`src/irq_mask_pkg.sv`:
```
// Constants for the host interrupt enable mask block.
// Assumes a 32-bit register port with read data one cycle after the strobe.
package irq_mask_pkg;

  localparam int ADDR_W = 8;
  localparam int DATA_W = 32;
  localparam int ISO_CTX = 8;

  localparam logic [ADDR_W-1:0] OFS_MASK_SET = 8'h88;
  localparam logic [ADDR_W-1:0] OFS_MASK_CLR = 8'h8C;
  localparam logic [ADDR_W-1:0] OFS_ISO_TX_MASK_SET = 8'h98;
  localparam logic [ADDR_W-1:0] OFS_ISO_TX_MASK_CLR = 8'h9C;
  localparam logic [ADDR_W-1:0] OFS_ISO_RX_MASK_SET = 8'hA8;
  localparam logic [ADDR_W-1:0] OFS_ISO_RX_MASK_CLR = 8'hAC;
  localparam logic [ADDR_W-1:0] OFS_PENDING = 8'hB0;

  localparam int BIT_GLOBAL_GATE = 31;
  localparam int BIT_MAKER_SRC = 30;
  localparam int BIT_SOFT_SRC = 29;
  localparam int BIT_ISO_RX = 7;
  localparam int BIT_ISO_TX = 6;

  // Bits that exist in the mask; 28 and 14..10 are reserved.
  localparam logic [DATA_W-1:0] MASK_IMPL = 32'hEFFF_83FF;
  // Bits given a defined zero at reset.
  localparam logic [DATA_W-1:0] MASK_RST_ZERO = 32'h3804_7C00;
  // Undefined reset bits are loaded with zero as well.
  localparam logic [DATA_W-1:0] MASK_RST = 32'h0000_0000;
  localparam logic [ISO_CTX-1:0] ISO_MASK_RST = 8'h00;
  localparam logic [DATA_W-1:0] UNMAPPED_READ = 32'h0000_0000;

  typedef enum logic [2:0] {
    ACC_NONE = 3'b001,
    ACC_SET = 3'b010,
    ACC_CLR = 3'b100
  } acc_t;

endpackage

```
`src/host_interrupt_mask_gating.sv`:
```
// Host interrupt enable mask with set/clear access and interrupt gating.
// Assumes event bits come from logic on sys_clk and a one-cycle strobe bus.
//
// Local design decision: the strobed register port.
`timescale 1ns/1ps

////////////////////////////////////////////////////////////////////////////
// Functional notes
// - Reads at set or clear address return the same mask contents.
// - Mask is at 88h for set and 8Ch for clear.
// - Bit 31 zero blocks every external interrupt.
// - Enables other than 31, 7 and 6 align with event bits.
// - Enable 30 with maker-defined event 30 requests interrupt.
// - Enable 29 with software-raised event 29 requests interrupt.
// - Bit 28 is reserved and reads zero.
// - Bits 14 to 10 are reserved and read zero.
// - Enables 27 and 26 gate their matching events.
// - Enables 25 and 24 gate their matching events.
// - Enables 23 and 22 gate their matching events.
// - Enables 21 and 20 gate their matching events.
// - Enables 19 and 18 gate their matching events.
// - Enables 17, 16 and 15 gate their matching events.
// - Enables 9 and 8 gate their matching events.
// - Enables 7 and 6 gate the iso RX and TX summaries.
// - Enables 5 and 4 gate their matching events.
// - Enables 3 and 2 gate their matching events.
// - Enables 1 and 0 gate their matching events.
// - Iso event bits are OR of per-context event AND mask.
module host_interrupt_mask_gating (
  input wire logic sys_clk,
  input wire logic reset,
  input wire logic [irq_mask_pkg::ADDR_W-1:0] reg_addr,
  input wire logic [irq_mask_pkg::DATA_W-1:0] reg_wdata,
  input wire logic reg_wr,
  input wire logic reg_rd,
  output logic [irq_mask_pkg::DATA_W-1:0] reg_rdata,
  input wire logic [irq_mask_pkg::DATA_W-1:0] event_bits,
  input wire logic [irq_mask_pkg::ISO_CTX-1:0] iso_tx_ctx_event,
  input wire logic [irq_mask_pkg::ISO_CTX-1:0] iso_rx_ctx_event,
  output logic irq_out
);
  import irq_mask_pkg::*;

  ////////////////////////////////////////////////////////////////////////
  // Address decode.

  function automatic acc_t decode(input logic [ADDR_W-1:0] a,
                                  input logic [ADDR_W-1:0] set_ofs,
                                  input logic [ADDR_W-1:0] clr_ofs);
    acc_t r;
    r = ACC_NONE;
    if (a == set_ofs)
    begin
      r = ACC_SET;
    end
    else if (a == clr_ofs)
    begin
      r = ACC_CLR;
    end
    return r;
  endfunction

  acc_t main_acc;
  acc_t tx_acc;
  acc_t rx_acc;

  assign main_acc = decode(reg_addr, OFS_MASK_SET, OFS_MASK_CLR);
  assign tx_acc = decode(reg_addr, OFS_ISO_TX_MASK_SET, OFS_ISO_TX_MASK_CLR);
  assign rx_acc = decode(reg_addr, OFS_ISO_RX_MASK_SET, OFS_ISO_RX_MASK_CLR);

  ////////////////////////////////////////////////////////////////////////
  // Mask storage; one store behind both addresses.

  logic [DATA_W-1:0] enable_mask;
  logic [ISO_CTX-1:0] iso_tx_mask;
  logic [ISO_CTX-1:0] iso_rx_mask;

  // Reserved bits are never stored and reset bits load zero.
  setclr_reg #(
    .W(DATA_W),
    .IMPL(MASK_IMPL),
    .RST(MASK_RST & ~MASK_RST_ZERO)
  ) u_mask (
    .sys_clk(sys_clk),
    .reset(reset),
    .set_en(reg_wr && main_acc == ACC_SET),
    .clr_en(reg_wr && main_acc == ACC_CLR),
    .wdata(reg_wdata),
    .value(enable_mask)
  );

  setclr_reg #(
    .W(ISO_CTX),
    .IMPL('1),
    .RST(ISO_MASK_RST)
  ) u_tx_mask (
    .sys_clk(sys_clk),
    .reset(reset),
    .set_en(reg_wr && tx_acc == ACC_SET),
    .clr_en(reg_wr && tx_acc == ACC_CLR),
    .wdata(reg_wdata[ISO_CTX-1:0]),
    .value(iso_tx_mask)
  );

  setclr_reg #(
    .W(ISO_CTX),
    .IMPL('1),
    .RST(ISO_MASK_RST)
  ) u_rx_mask (
    .sys_clk(sys_clk),
    .reset(reset),
    .set_en(reg_wr && rx_acc == ACC_SET),
    .clr_en(reg_wr && rx_acc == ACC_CLR),
    .wdata(reg_wdata[ISO_CTX-1:0]),
    .value(iso_rx_mask)
  );

  ////////////////////////////////////////////////////////////////////////
  // Isochronous summaries replace the event inputs at bits 7 and 6.

  logic iso_tx_sum;
  logic iso_rx_sum;

  iso_ctx_or #(.N(ISO_CTX)) u_tx_or (
    .ctx_event(iso_tx_ctx_event),
    .ctx_mask(iso_tx_mask),
    .summary(iso_tx_sum)
  );

  iso_ctx_or #(.N(ISO_CTX)) u_rx_or (
    .ctx_event(iso_rx_ctx_event),
    .ctx_mask(iso_rx_mask),
    .summary(iso_rx_sum)
  );

  logic [DATA_W-1:0] events_eff;
  logic [DATA_W-1:0] pending;

  always_comb
  begin
    events_eff = event_bits;
    events_eff[BIT_GLOBAL_GATE] = 1'b0;
    events_eff[BIT_ISO_RX] = iso_rx_sum;
    events_eff[BIT_ISO_TX] = iso_tx_sum;
  end

  // Bit-for-bit gating covers 30, 29 and every aligned source.
  assign pending = events_eff & enable_mask & MASK_IMPL;

  ////////////////////////////////////////////////////////////////////////
  // Interrupt output, registered for a clean pin.

  always_ff @(posedge sys_clk)
  begin
    if (reset)
    begin
      irq_out <= 1'b0;
    end
    else
    begin
      irq_out <= enable_mask[BIT_GLOBAL_GATE] && (|pending);
    end
  end

  ////////////////////////////////////////////////////////////////////////
  // Read port.

  always_ff @(posedge sys_clk)
  begin
    if (reset)
    begin
      reg_rdata <= UNMAPPED_READ;
    end
    else if (reg_rd)
    begin
      if (main_acc != ACC_NONE)
      begin
        reg_rdata <= enable_mask;
      end
      else if (tx_acc != ACC_NONE)
      begin
        reg_rdata <= {{(DATA_W-ISO_CTX){1'b0}}, iso_tx_mask};
      end
      else if (rx_acc != ACC_NONE)
      begin
        reg_rdata <= {{(DATA_W-ISO_CTX){1'b0}}, iso_rx_mask};
      end
      else if (reg_addr == OFS_PENDING)
      begin
        reg_rdata <= pending;
      end
      else
      begin
        reg_rdata <= UNMAPPED_READ;
      end
    end
    else
    begin
      reg_rdata <= UNMAPPED_READ;
    end
  end

endmodule

```
`src/setclr_reg.sv`:
```
// Set/clear register: ones written at the set port set bits, ones at the
// clear port clear them. Assumes at most one of set/clear per cycle.
`timescale 1ns/1ps
module setclr_reg #(
  parameter int W = 32,
  parameter logic [W-1:0] IMPL = '1,
  parameter logic [W-1:0] RST = '0
) (
  input wire logic sys_clk,
  input wire logic reset,
  input wire logic set_en,
  input wire logic clr_en,
  input wire logic [W-1:0] wdata,
  output logic [W-1:0] value
);

  always_ff @(posedge sys_clk)
  begin
    if (reset)
    begin
      value <= RST & IMPL;
    end
    else if (set_en)
    begin
      value <= (value | wdata) & IMPL;
    end
    else if (clr_en)
    begin
      value <= value & ~wdata & IMPL;
    end
  end

endmodule

```
`src/iso_ctx_or.sv`:
```
// Per-context gating of isochronous events into one summary bit.
// Assumes events are already on sys_clk.
`timescale 1ns/1ps
module iso_ctx_or #(
  parameter int N = 8
) (
  input wire logic [N-1:0] ctx_event,
  input wire logic [N-1:0] ctx_mask,
  output logic summary
);

  assign summary = |(ctx_event & ctx_mask);

endmodule

```
`config.mk`:
```
export PLATFORM = sky130hd
export DESIGN_NAME = host_interrupt_mask_gating
export DESIGN_NICKNAME = d
export VERILOG_FILES = /design/src/irq_mask_pkg.sv /design/src/host_interrupt_mask_gating.sv /design/src/setclr_reg.sv /design/src/iso_ctx_or.sv
export SDC_FILE = /design/constraint.sdc
export NUM_CORES = 1
export LEC_CHECK = 0
export ABC_AREA = 0
export BUFFER_PORTS_ARGS = -buffer_cell sky130_fd_sc_hd__buf_2
export CORE_MARGIN = 3
export CORE_UTILIZATION = 55
export CTS_BUF_LIST = sky130_fd_sc_hd__clkbuf_8
export DETAILED_ROUTE_END_ITERATION = 8
export HOLD_SLACK_MARGIN = 0.02
export PLACE_DENSITY_LB_ADDON = 0.12
export SYNTH_ARGS = -nofsm -noshare
export SYNTH_HDL_FRONTEND = slang
export SYNTH_HIERARCHICAL = 1
export SYNTH_SLANG_ARGS = --single-unit
```
`constraint.sdc`:
```
create_clock -name sys_clk -period 4.6 [get_ports sys_clk]
set_clock_uncertainty 0.05 [all_clocks]
set_input_delay 0.92 -clock sys_clk [delete_from_list [all_inputs] [get_ports sys_clk]]
set_output_delay 0.92 -clock sys_clk [all_outputs]
set_load 0.05 [all_outputs]
```
=== Yosys cells after proc, flatten, opt, wreduce, memory -nomap -nowiden ===
Index checks and enable logic that the tools add are counted.

* Register bits after elaboration: 75
* Bits of input ports: 92
* Output and inout port bits: 33
* Logic and storage cells: 65

* Equal/unequal tests: 16
* Mux-type cells: 16
* Bitwise logic cells: 12
* Reduce and logical (&&, ||, !) cells: 15

{| class="wikitable"
|+ Operators with widths
! kind !! count
|-
| $mux 32 || 6
|-
| $eq 8x8->1 const B || 7
|-
| $and 31x32->32 || 1
|-
| $and 32x32->32 || 1
|-
| $and 8x8->8 || 4
|-
| $mux 8 || 4
|-
| $not 32->32 || 1
|-
| $or 32x32->32 || 1
|-
| $reduce_or 26->1 || 1
|-
| $mux 3 || 6
|-
| $or 8x8->8 || 2
|-
| $reduce_or 8->1 || 2
|-
| $eq 3x2->1 const B || 3
|-
| $eq 3x3->1 const B || 3
|-
| $ne 3x1->1 const B || 3
|-
| $not 8->8 || 1
|-
| $logic_and 1x1->1 || 7
|-
| $reduce_bool 2->1 || 3
|-
| $reduce_or 5->1 || 1
|-
| $reduce_or 2->1 || 1
|-
| $not 1->1 || 1
|}

=== Logic depth before layout (Yosys ltp) ===
* Word-level depth: 7
* Depth in mapped cells: 8
* Mapped depth without buffers: 5

=== Modules after synthesis ===
The synthesis kept the hierarchy.

{| class="wikitable"
|+ Modules (own cells, without submodules)
! module !! times used !! cells an instance !! area each (sq um) !! sequential area each (sq um)
|-
| host_interrupt_mask_gating || 1 || 158 || 1500.2 || 660.6
|-
| setclr_reg at u_mask || 1 || 120 || 1196.1 || 520.5
|-
| setclr_reg at u_rx_mask ... || 2 || 35 || 354.1 || 160.2
|-
| iso_ctx_or || 2 || 5 || 36.3 || 0.0
|}

=== Worst setup path after synthesis ===
Ideal clock, no wire load.

* Path kind: input-to-reg
* From: in reg_addr[6] (netlist name)
* To: reg (tool-made name)
* Library setup time: 124 ps
* Data arrival time: 2266 ps
* Required time: 4426 ps
* Slack: 2160 ps
* Stages: 8
* Buffers on the path: 3
* Path through: nor4b_4 > nand4bb_1 > buf_2 > nor2_1 > buf_6 > buf_8 > a21bo_1 > a21oi_2

{| class="wikitable"
|+ RTL lines
! item !! line !! source
|-
| from (decl) || host_interrupt_mask_gating.sv:32 || <nowiki>input wire logic [irq_mask_pkg::ADDR_W-1:0] reg_addr,</nowiki>
|}

==> flow_summary.yaml <==
final_layout:
  finish.utilization_pct: 69.6
  area_delta_synth_final_pct: 20.7
  drive_gt1_share_pct: 37.0
  nets: 552
  diodes: 0
  fin_area_mm2: 0.00420
placement:
  dp_slack_ns: 1.39
  gp_congestion: 0.766
  dpl.hpwl_um: 6220
  placed_area_mm2: 0.00398
  port_buffers: 109
power:
  p_comb_share_pct: 6.0
  switching_power_w: 0.000291
  power.internal_w: 0.000985
  p_leak_nw: 1.71
  seqPwrFrac_pct: 50.9
  vdd_ir_drop_max_v: 0.000168
  swShare_pct: 22.8
  powerDensity_mw_per_mm2: 304
  clockPowerShare_pct: 43.1
  total_power_w: 0.00128
grt:
  first_global_vias: 2886
  grt_use_total_pct: 23.9
  grt_pass1_wl_um: 13800
  antenna_found_initial: 0
  grt.met1_usage_pct: 31.0
  grt_max_degree: 44
  met2_usage_pct: 39.8
  met3_usage_pct: 3.55
  grt-ovfl-total: 0
  busiest_layer: "met2"
logic_synthesis:
  ys_seq_area_share_pct: 43.2
  synth_cell_types: 40
  synth-seq-cells: 75
  synth_area_mm2: 0.00348
  syn_area_per_cell_um2: 9.71
  yosys_warnings: 6
  synth_cells: 358
timing:
  final_hold_viol_count: 0
  max-slew-margin-rel_pct: 34.9
  max_freq_mhz: 349
  rsz0062_at_grt: "no"
  slew_violations: 0
  period_needed_ns: 2.86
  setup_viol: 0
  max_slew.worst_pin.slew_ns: 0.975
  post-route-period-util_pct: 62.3
  setup_tns_ns: 0
  setup_ws_ns: 1.74
worst_setup_path:
  r2r-end: "irq_out$_SDFF_PP0_"
  path_common_cell: "buf_4"
  crit_path_max_fanout: 17
  reg2reg_slack_ns: 2.94
  critPathBufInv: 3
  slowest_delay_ns: 0.57
  worstSetupPathType: "primary input to flip-flop"
  worstPathRequired_ns: 4.75
  cp-start-kind: "primary input"
  worstSetupStartpoint: "reg_addr[6]"
  cp_top_family: "simple AND/OR/NAND/NOR gates"
  cp-end-kind: "flip-flop"
  cp.depth: 8
  path_cells: "buf_2 -> nor4b_4 -> nand4bb_1 -> buf_4 -> nor2_2 -> buf_4 -> a21bo_1 -> a21oi_2"
  r2r_cells: 5
  crit_arrival_ns: 3.01
  critPathSlowestCell: "nor2_2"
cts:
  cts_resized: 0
  clk_pin_slew_worst_paths_ns: 0.08
  hold_buffers: 0
  cts_buffers: 9
  clk_latency_ns: 0.34
  cts_max_level: 3
  numClockSinks: 75
  cts_tree: "built"
  cts_buffer_depth: 2
  post_cts_buffers: 0
  cts_root_buffer: "clkbuf_8"
route:
  drt_iter0_drc: 129
  avgRoutedWirePerCell_um: 16.3
  drtPass1Iterations: 4
  drt_wl_total_um: 8810
  remaining_drc_errors: 0
  vias: 3034
  viasPerCell: 5.62
  ant_nets: 0
floorplan:
  start_util_pct: 57.7
  coreArea_mm2: 0.00603
  rows: 28
  die_h_um: 85.5
  die_area_mm2: 0.00731
  ios: 125
  die_w_um: 85.5
hold_path:
  hp-class: "flip-flop to flip-flop"
status:
  status: "complete, no violations"
run:
  drv_cap: 0
power groups by stage:
stage | sequential [W] | combinational [W] | clock, W
3_3_place_gp | 0.000665 | 0.0000741 | 0
2_1_floorplan | 0.000665 | 0.0000280 | 0
4_1_cts | 0.000650 | 0.0000755 | 0.000559
3_5_place_dp | 0.000665 | 0.0000748 | 0
6_report | 0.000650 | 0.0000763 | 0.000550
5_1_grt | 0.000650 | 0.0000830 | 0.000589
cell type report:
class                           count  area (µm²)
Fill cell                         496        1830
Multi-Input combinational cell    255        1780
Sequential cell                    75        1500
Timing Repair Buffer              115         591
Clock buffer                        9         124
Clock inverter                      7        93.8
Tap cell                           75        93.8
Inverter                            4        15.0
worst register-to-register path, stage by stage, from the launching register on:
cell and delay, ns:
dfxtp_1 0.33, a22oi_1 0.26, nand4_1 0.22, a22oi_1 0.24
nand4_1 0.13, o311a_1 0.34
cell usage in the layout (no fill, tap or decap), drive strengths merged, types with 2 or more instances in the layout:
cell type	n
a21oi	42
bufinv	2
buf	115
nor4b	3
a22oi	17
o22ai	8
a21bo	42
nand4	4
nand2	62
nor2	4
inv	5
nand3	4
nor2b	11
dfxtp	75
a21boi	20
o2111ai	3
clkinv	3
conb	6
nand2b	2
o211a	5
and2	7
clkbuf	9
a32oi	5
cells in the mapped netlist (all sizes together):
master / number / area share (%)
a21bo: 42 / 12
a21boi: 20 / 4.3
a21oi: 42 / 9.3
a221oi: 1 / 0.25
a222oi: 1 / 0.29
a22o: 1 / 0.25
a22oi: 17 / 3.7
a32oi: 5 / 1.3
and2: 7 / 1.3
and3: 1 / 0.18
and4: 1 / 0.25
buf: 21 / 4.9
clkbuf: 8 / 1.0
conb: 1 / 0.11
dfxtp: 75 / 43
inv: 4 / 0.43
nand2: 62 / 6.7
nand2b: 2 / 0.58
nand3: 4 / 0.58
nand3b: 1 / 0.22
nand4: 4 / 0.72
nand4b: 1 / 0.25
nand4bb: 1 / 0.32
nor2: 4 / 0.43
nor2b: 11 / 2.0
nor3b: 1 / 0.36
nor4b: 3 / 1.2
o2111ai: 3 / 0.76
o211a: 5 / 1.4
o22ai: 8 / 1.4
o311a: 1 / 0.29
worst min path at each step:
stage / startpoint / end / slack, ns / cells past startpoint
floorplan: flip-flop / reg_rdata[31]$_SDFF_PP0_ / 0.39 / 1
global placement: flip-flop / reg_rdata[27]$_SDFF_PP0_ / 0.41 / 1
detailed placement: flip-flop / reg_rdata[30]$_SDFF_PP0_ / 0.42 / 1
CTS: flip-flop / reg_rdata[30]$_SDFF_PP0_ / 0.43 / 1
global route: flip-flop / reg_rdata[30]$_SDFF_PP0_ / 0.45 / 1
finish: flip-flop / reg_rdata[30]$_SDFF_PP0_ / 0.43 / 1
through the flow:
step / cells / hold slack [ns]
floorplan: 363 / 0.394
global placement: 524 / 0.412
CTS: 540 / 0.430
global route: 540 / 0.450
detailed placement: 524 / 0.417
finish: 540 / 0.432
per-layer routing:
metal	routed length [µm]	part of all wire (%)
met1	3860	44
met5	0	0
met4	230	2.6
met3	516	5.9
met2	4200	48
cells by family (layout without fill, tap and decap cells):
| family | Yosys count | after routing | synth area share (%) |
|---|---|---|---|
| AOI/OAI and AO/OA | 146 | 146 | 35.3 |
| and+or+nand+nor | 103 | 103 | 15.0 |
| DFF | 75 | 75 | 43.2 |
| buffers and inverters | 33 | 135 | 6.37 |
| other | 1 | 6 | 0.108 |
No activity file was read; power rests on OpenSTA's default activity.
